==> config.mk <==
export PLATFORM = sky130hd
export DESIGN_NAME = tlr_regs
export DESIGN_NICKNAME = d
export VERILOG_FILES = /design/src/design/tlr_pkg.sv /design/src/design/tlr_regs.sv
export SDC_FILE = /design/constraint.sdc
export NUM_CORES = 1
export LEC_CHECK = 0
export BUFFER_PORTS_ARGS = -buffer_cell sky130_fd_sc_hd__buf_2
export CAP_MARGIN = 10
export CORE_ASPECT_RATIO = 1.75
export CORE_MARGIN = 3
export CORE_UTILIZATION = 30
export CTS_CLUSTER_SIZE = 20
export DETAILED_ROUTE_END_ITERATION = 16
export GPL_TIMING_DRIVEN = 0
export MAX_ROUTING_LAYER = met4
export SKIP_LAST_GASP = 1
export SYNTH_ARGS = -nofsm -noshare
export SYNTH_HDL_FRONTEND = slang
export SYNTH_SLANG_ARGS = --single-unit
==> constraint.sdc <==
create_clock -name core_clk_i -period 4.9 [get_ports core_clk_i]
set_input_delay 0.245 -clock core_clk_i [delete_from_list [all_inputs] [get_ports core_clk_i]]
set_output_delay 0.245 -clock core_clk_i [all_outputs]
set_load 0.02 [all_outputs]
==> src/design/tlr_pkg.sv <==
// Package of register map constants for the temperature limit, slew and identity register bank
package tlr_pkg;
   localparam int ADDR_W = 5;
   localparam int DATA_W = 16;
   // Register offsets (16-bit registers, word index on the plain port)
   localparam logic [4:0] LOWER_LIMIT_OFS = 5'h05;
   localparam logic [4:0] UPPER_LIMIT_OFS = 5'h06;
   localparam logic [4:0] HYST_OFS = 5'h07;
   localparam logic [4:0] RISE_RATE_OFS = 5'h08;
   localparam logic [4:0] SERIAL_HIGH_OFS = 5'h09;
   localparam logic [4:0] SERIAL_MID_OFS = 5'h0a;
   localparam logic [4:0] SERIAL_LOW_OFS = 5'h0b;
   localparam logic [4:0] PART_ID_OFS = 5'h0c;
   localparam logic [4:0] IRQ_STATUS_OFS = 5'h10;
   localparam logic [4:0] IRQ_ENABLE_OFS = 5'h11;
   localparam logic [4:0] IRQ_CLEAR_OFS = 5'h12;
   localparam logic [4:0] LIMIT_STATE_OFS = 5'h13;
   // Reset values
   localparam logic [15:0] UPPER_LIMIT_RST = 16'h2a80;
   localparam logic [15:0] LOWER_LIMIT_RST = 16'hf380;
   localparam logic [15:0] HYST_RST = 16'h0a0a;
   localparam logic [15:0] RISE_RATE_RST = 16'h0500;
   localparam logic [2:0] IRQ_ENABLE_RST = 3'h0;
   // Field positions
   localparam int LIMIT_MSB = 15;
   localparam int LIMIT_LSB = 2;
   localparam int UHYST_MSB = 15;
   localparam int UHYST_LSB = 8;
   localparam int LHYST_MSB = 7;
   localparam int LHYST_LSB = 0;
   localparam int RATE_MSB = 14;
   localparam int RATE_LSB = 2;
   // Event bits of status, enable and clear
   localparam int EV_HIGH = 0;
   localparam int EV_LOW = 1;
   localparam int EV_SLEW = 2;
   localparam int EV_W = 3;
endpackage

==> src/design/tlr_regs.sv <==
// Temperature limit, hysteresis, slew threshold and identity register bank
//Function
//- Upper limit is 14-bit two's complement in bits 15:2, 0.03125 C per count.
//- Upper limit resets to 2a80, which is 85 C.
//- Limits ignored while upper limit is not above lower limit.
//- Upper limit bits 1:0 always read zero.
//- Upper hysteresis byte in 15:8; release at upper limit minus it.
//- Lower hysteresis byte in 7:0; release at lower limit plus it.
//- Both hysteresis bytes reset to 0a, register reads 0a0a.
//- Slew threshold is 13-bit unsigned in 14:2; bit 15 and 1:0 read zero.
//- Slew threshold field resets to 0140, register reads 0500.
//- Slew alert only on rising rate above threshold; enable gates it at the irq pin only.
//- Read-only 48-bit serial number over three registers, high word first.
//- Read-only part identity with revision at offset 0c.
//- Lower limit uses same format, resets to f380, used in ordering check.
`timescale 1ns/1ns
module tlr_regs #(
   parameter logic [47:0] SERIAL_NUMBER = 48'h0123_4567_89ab,
   // Arbitrary neutral values
   parameter logic [3:0] REV_CODE = 4'h1,
   parameter logic [11:0] PART_CODE = 12'h0a5
) (
   input wire logic core_clk_i,
   input wire logic reset_i,
   input wire logic [tlr_pkg::ADDR_W-1:0] addr_i,
   input wire logic [tlr_pkg::DATA_W-1:0] wdata_i,
   input wire logic wr_i,
   input wire logic rd_i,
   output logic [tlr_pkg::DATA_W-1:0] rdata_o,
   input wire logic conv_done_i,
   input wire logic [13:0] temp_result_i,
   input wire logic [12:0] slew_rate_i,
   input wire logic slew_rising_i,
   output logic [13:0] upper_temp_limit_o,
   output logic [13:0] lower_temp_limit_o,
   output logic limits_valid_o,
   output logic high_status_o,
   output logic low_status_o,
   output logic slew_status_o,
   output logic irq_o
);
   logic [13:0] upper_r;
   logic [13:0] lower_r;
   logic [7:0] uhyst_r;
   logic [7:0] lhyst_r;
   logic [12:0] rate_r;
   logic [2:0] en_r;
   logic [2:0] sts_r;
   logic [2:0] sts_nxt;
   logic high_r;
   logic low_r;
   logic slew_r;
   logic high_nxt;
   logic low_nxt;
   logic slew_nxt;
   logic [15:0] rdata_r;
   logic [15:0] rd_mux;

   // Sign-extend to 15 bits so limit +/- hysteresis never wraps
   function automatic logic signed [14:0] sx(input logic [13:0] v);
      sx = signed'({v[13], v});
   endfunction
   // Hysteresis is 0.5 C per count, i.e. 16 counts of 0.03125 C
   function automatic logic signed [14:0] hx(input logic [7:0] h);
      hx = signed'({3'h0, h, 4'h0});
   endfunction

   wire sel_upper = addr_i == tlr_pkg::UPPER_LIMIT_OFS;
   wire sel_lower = addr_i == tlr_pkg::LOWER_LIMIT_OFS;
   wire sel_hyst = addr_i == tlr_pkg::HYST_OFS;
   wire sel_rate = addr_i == tlr_pkg::RISE_RATE_OFS;
   wire sel_en = addr_i == tlr_pkg::IRQ_ENABLE_OFS;
   wire sel_clr = addr_i == tlr_pkg::IRQ_CLEAR_OFS;

   wire signed [14:0] t_s = sx(temp_result_i);
   wire signed [14:0] hi_s = sx(upper_r);
   wire signed [14:0] lo_s = sx(lower_r);
   wire limits_ok = hi_s > lo_s;
   wire signed [14:0] hi_rel = hi_s - hx(uhyst_r);
   wire signed [14:0] lo_rel = lo_s + hx(lhyst_r);

   // Comparator with hysteresis, evaluated only on a finished conversion
   always_comb begin
      high_nxt = high_r;
      low_nxt = low_r;
      slew_nxt = slew_r;
      if (conv_done_i) begin
         if (!limits_ok) begin
            high_nxt = 1'b0;
            low_nxt = 1'b0;
         end else begin
            if (t_s >= hi_s)
               high_nxt = 1'b1;
            else if (t_s < hi_rel)
               high_nxt = 1'b0;
            if (t_s <= lo_s)
               low_nxt = 1'b1;
            else if (t_s > lo_rel)
               low_nxt = 1'b0;
         end
         // Falling rates never alert
         slew_nxt = slew_rising_i && (slew_rate_i > rate_r);
      end
   end

   // New events set sticky bits; set wins over a same-cycle clear
   wire [2:0] ev = {slew_nxt & ~slew_r, low_nxt & ~low_r, high_nxt & ~high_r};
   wire [2:0] clr = (wr_i && sel_clr) ? wdata_i[2:0] : 3'h0;
   assign sts_nxt = (sts_r & ~clr) | ev;

   assign rd_mux =
      (addr_i == tlr_pkg::UPPER_LIMIT_OFS) ? {upper_r, 2'b00} :
      (addr_i == tlr_pkg::LOWER_LIMIT_OFS) ? {lower_r, 2'b00} :
      (addr_i == tlr_pkg::HYST_OFS) ? {uhyst_r, lhyst_r} :
      (addr_i == tlr_pkg::RISE_RATE_OFS) ? {1'b0, rate_r, 2'b00} :
      (addr_i == tlr_pkg::SERIAL_HIGH_OFS) ? SERIAL_NUMBER[47:32] :
      (addr_i == tlr_pkg::SERIAL_MID_OFS) ? SERIAL_NUMBER[31:16] :
      (addr_i == tlr_pkg::SERIAL_LOW_OFS) ? SERIAL_NUMBER[15:0] :
      (addr_i == tlr_pkg::PART_ID_OFS) ? {REV_CODE, PART_CODE} :
      (addr_i == tlr_pkg::IRQ_STATUS_OFS) ? {13'h0, sts_r} :
      (addr_i == tlr_pkg::IRQ_ENABLE_OFS) ? {13'h0, en_r} :
      (addr_i == tlr_pkg::LIMIT_STATE_OFS) ? {12'h0, limits_ok, slew_r, low_r, high_r} :
      16'h0000;

   always_ff @(posedge core_clk_i or posedge reset_i) begin
      if (reset_i) begin
         upper_r <= tlr_pkg::UPPER_LIMIT_RST[15:2];
         lower_r <= tlr_pkg::LOWER_LIMIT_RST[15:2];
         uhyst_r <= tlr_pkg::HYST_RST[15:8];
         lhyst_r <= tlr_pkg::HYST_RST[7:0];
         rate_r <= tlr_pkg::RISE_RATE_RST[14:2];
         en_r <= tlr_pkg::IRQ_ENABLE_RST;
      end else if (wr_i) begin
         if (sel_upper)
            upper_r <= wdata_i[15:2];
         if (sel_lower)
            lower_r <= wdata_i[15:2];
         if (sel_hyst) begin
            uhyst_r <= wdata_i[15:8];
            lhyst_r <= wdata_i[7:0];
         end
         if (sel_rate)
            rate_r <= wdata_i[14:2];
         if (sel_en)
            en_r <= wdata_i[2:0];
      end
   end

   always_ff @(posedge core_clk_i or posedge reset_i) begin
      if (reset_i) begin
         high_r <= 1'b0;
         low_r <= 1'b0;
         slew_r <= 1'b0;
         sts_r <= 3'h0;
         rdata_r <= 16'h0000;
      end else begin
         high_r <= high_nxt;
         low_r <= low_nxt;
         slew_r <= slew_nxt;
         sts_r <= sts_nxt;
         rdata_r <= rd_i ? rd_mux : 16'h0000;
      end
   end

   assign rdata_o = rdata_r;
   assign upper_temp_limit_o = upper_r;
   assign lower_temp_limit_o = lower_r;
   assign limits_valid_o = limits_ok;
   assign high_status_o = high_r;
   assign low_status_o = low_r;
   assign slew_status_o = slew_r;
   // Slew only reaches the pin when enabled
   assign irq_o = |(sts_r & en_r);
endmodule

==> impl_metrics.json <==
{
  "ant_nets": 0,
  "hpwl_mm": 17.9,
  "power.leakage_nw": 3.72,
  "rows": 70,
  "slew_viol_final": 0,
  "ys_warn_count": 0,
  "synth_cell_types": 72,
  "htreeDepth": 3,
  "hold_viol": 0,
  "power_frac_seq_pct": 33.3,
  "clk_latency_ps": 340,
  "intPower_mw": 1.79,
  "syn_inst": 651,
  "setup_viol": 0,
  "switchingPower_mw": 1.20,
  "grt-ovfl-total": 0,
  "synth_edf_count": 0,
  "slew_headroom_pct": 35.3,
  "synthesis.nets": 800,
  "die_w_um": 117,
  "cp-end-kind": "register",
  "place.gp.congestion": 0.930,
  "grt_pass1_wl_mm": 33.3,
  "post_cts_resized": 0,
  "synth-seq-cells": 82,
  "finalWorstPathRequiredPeriod_ps": 4490,
  "wl_per_cell_um": 21.1,
  "worst-path-max-fanout": 5,
  "cts_tree": "done",
  "whs_ps": 182,
  "crit_type": "reg -> reg",
  "rsz0062_at_grt": "no",
  "switching_share_pct": 40.0,
  "synth_area_mm2": 0.00647,
  "vias": 5485,
  "cts_sinks": 82,
  "powerDensity_mw_per_mm2": 392,
  "drt_wl_total_mm": 21.5,
  "cts_root_buf": "clkbuf_16",
  "grt_max_degree": 73,
  "grt_use_total_pct": 19.4,
  "first_pass_iters": 5,
  "yosysTopAreaCell": "dfrtp_1",
  "mostFrequentLayoutCell": "buf_2",
  "synthArstFlopShare_pct": 100,
  "first_iter_violations": 252,
  "vias_per_cell": 5.37,
  "p_clk_share_pct": 22.7,
  "worstPathArrival_ps": 4700,
  "n_fill_cell": 2160,
  "status": "complete, no violations",
  "max_freq_ghz": 0.222,
  "grt_pass1_vias": 5823,
  "tightest_slew_ps": 947,
  "fin_crit_sh_pct": 91.7,
  "fin_nets": 913,
  "avgSynthCellArea_um2": 9.94,
  "final_cell_mix": "buf_2, ha_1, inv_1, dfrtp_1, mux2_2",
  "yosysSeqAreaShare_pct": 32.0,
  "combinationalPowerShare_pct": 43.9,
  "clockBufferDepth": 2,
  "clock_skew_ps": 7.71,
  "io_pins": 103,
  "antenna_found_initial": 0,
  "hold_class": "in -> reg",
  "areaGrowthSynthToFinish_pct": 17.8,
  "dieArea_mm2": 0.0234,
  "critPathLaunchType": "register",
  "die_h_um": 200,
  "numCtsBuffers": 9,
  "crit_required_ps": 5110,
  "clk_pin_slew_worst_paths_ps": 60,
  "tns_ps": 0,
  "drive_above_1_share_pct": 28.3,
  "core_area_mm2": 0.0210,
  "drc": 0,
  "cts_hold_buf": 1,
  "synthTopCellsByArea": "dfrtp_1, ha_1, mux2_2",
  "vdd_drop_max_mv": 0.151,
  "n_antenna_cell": 0,
  "initial_core_util_pct": 30.8,
  "cts_setup_buffers": 0,
  "drv_cap": 0,
  "ys.flop_type": "dfrtp_1",
  "synth_top_area_share_pct": 25.1,
  "io_buffer_count": 100
}
==> flip-flops by register name, summed over array words and instances, names as in the netlist <==
name and cells:
lhyst_r 8, low_status_o 1, rdata_o 16, uhyst_r 8, slew_status_o 1, lower_temp_limit_o 14, upper_temp_limit_o 14, en_r 3
rate_r 13, high_status_o 1, sts_r 3
==> synthesized netlist by cell type (all sizes together), types with 9 or more instances <==
cell and n:
nand3 13, dfrtp 65, nor2 19, nand4 16, buf 13, nand2 42, inv 70, a21o 10
o21ai 33, dfstp 17, ha 93, nor3 9, mux2 62, a21oi 39, nor2b 19
==> critical path, stage by stage, from the launching register on <==
cell,delay [ps]
dfrtp_1,480
inv_1,150
ha_1,210
inv_1,60
fa_1,400
a21o_1,190
a21oi_1,210
nor2b_1,80
o21a_1,200
o41ai_2,310
a21oi_1,150
ha_1,350
nand4_1,250
a211o_1,310
a21oi_1,360
nor4_1,110
mux2i_1,390
o21ai_1,150
==> metal layers <==
| layer | GRT usage (%) | part of all wire (%) |
|---|---|---|
| met3 | 1.69 | 3.3 |
| met1 | 20.4 | 36 |
| met5 | - | 0 |
| met4 | 10.3 | 5.9 |
| met2 | 34.6 | 55 |
==> layout make-up <==
| class | count | area (um2) | area share (%) |
|---|---|---|---|
| Sequential cell | 82 | 2070 | 27.2 |
| Inverter | 70 | 265 | 3.48 |
| Buffer | 16 | 98.8 | 1.30 |
| Clock buffer | 12 | 246 | 3.23 |
| Tap cell | 252 | 315 | 4.14 |
| Multi-Input combinational cell | 483 | 4040 | 52.9 |
| Timing Repair Buffer | 102 | 538 | 7.06 |
| Clock inverter | 4 | 51.3 | 0.673 |
==> logic make-up (layout without fill, tap and decap cells) <==
kind of cell               after synthesis  count (layout)  share of synthesized area, %
AOI/OAI and AO/OA                      153             153                          15.9
xor gates and xnor gates                15              15                          2.03
adders and majority gates               95              95                          18.6
buffers and inverters                   86             204                          5.59
DFF                                     82              82                          32.0
muxes                                   66              66                          12.6
and+or+nand+nor                        154             154                          13.3
==> final timing paths <==
path	cells after the start	start	end	slack, ps
max in group asynchronous	4	reset_i	lhyst_r[3]	3920
worst max register to register	17	upper_temp_limit_o[4]	high_status_o	410
worst min-delay path	2	wdata_i[15]	lower_temp_limit_o[13]	180
min in group asynchronous	3	reset_i	rdata_o[12]	350
worst max-delay path	17	upper_temp_limit_o[4]	high_status_o	410
worst min register to register	1	uhyst_r[4]	uhyst_r[4]	510
==> per-stage QoR <==
step	total power [mW]	std cells	area (um2)	setup slack (ps)	util, %
after floorplan	1.86	651	6470	1410	-
after global placement	2.29	1003	7290	461	34.7
after detailed placement	2.33	1004	7320	437	34.8
after CTS	3.01	1021	7620	429	36.3
after global routing	3.22	1021	7620	225	36.3
final	2.99	1021	7620	405	36.3
==> power by group through the flow <==
| stage | combinational [mW] | clock, mW | sequential (mW) |
|---|---|---|---|
| 6_report | 1.31 | 0.680 | 0.996 |
| 4_1_cts | 1.33 | 0.691 | 0.995 |
| 3_3_place_gp | 1.29 | 0 | 1.00 |
| 2_1_floorplan | 0.867 | 0 | 0.992 |
| 5_1_grt | 1.48 | 0.721 | 1.01 |
| 3_5_place_dp | 1.32 | 0 | 1.01 |
Power figures use the tool's default switching activity.
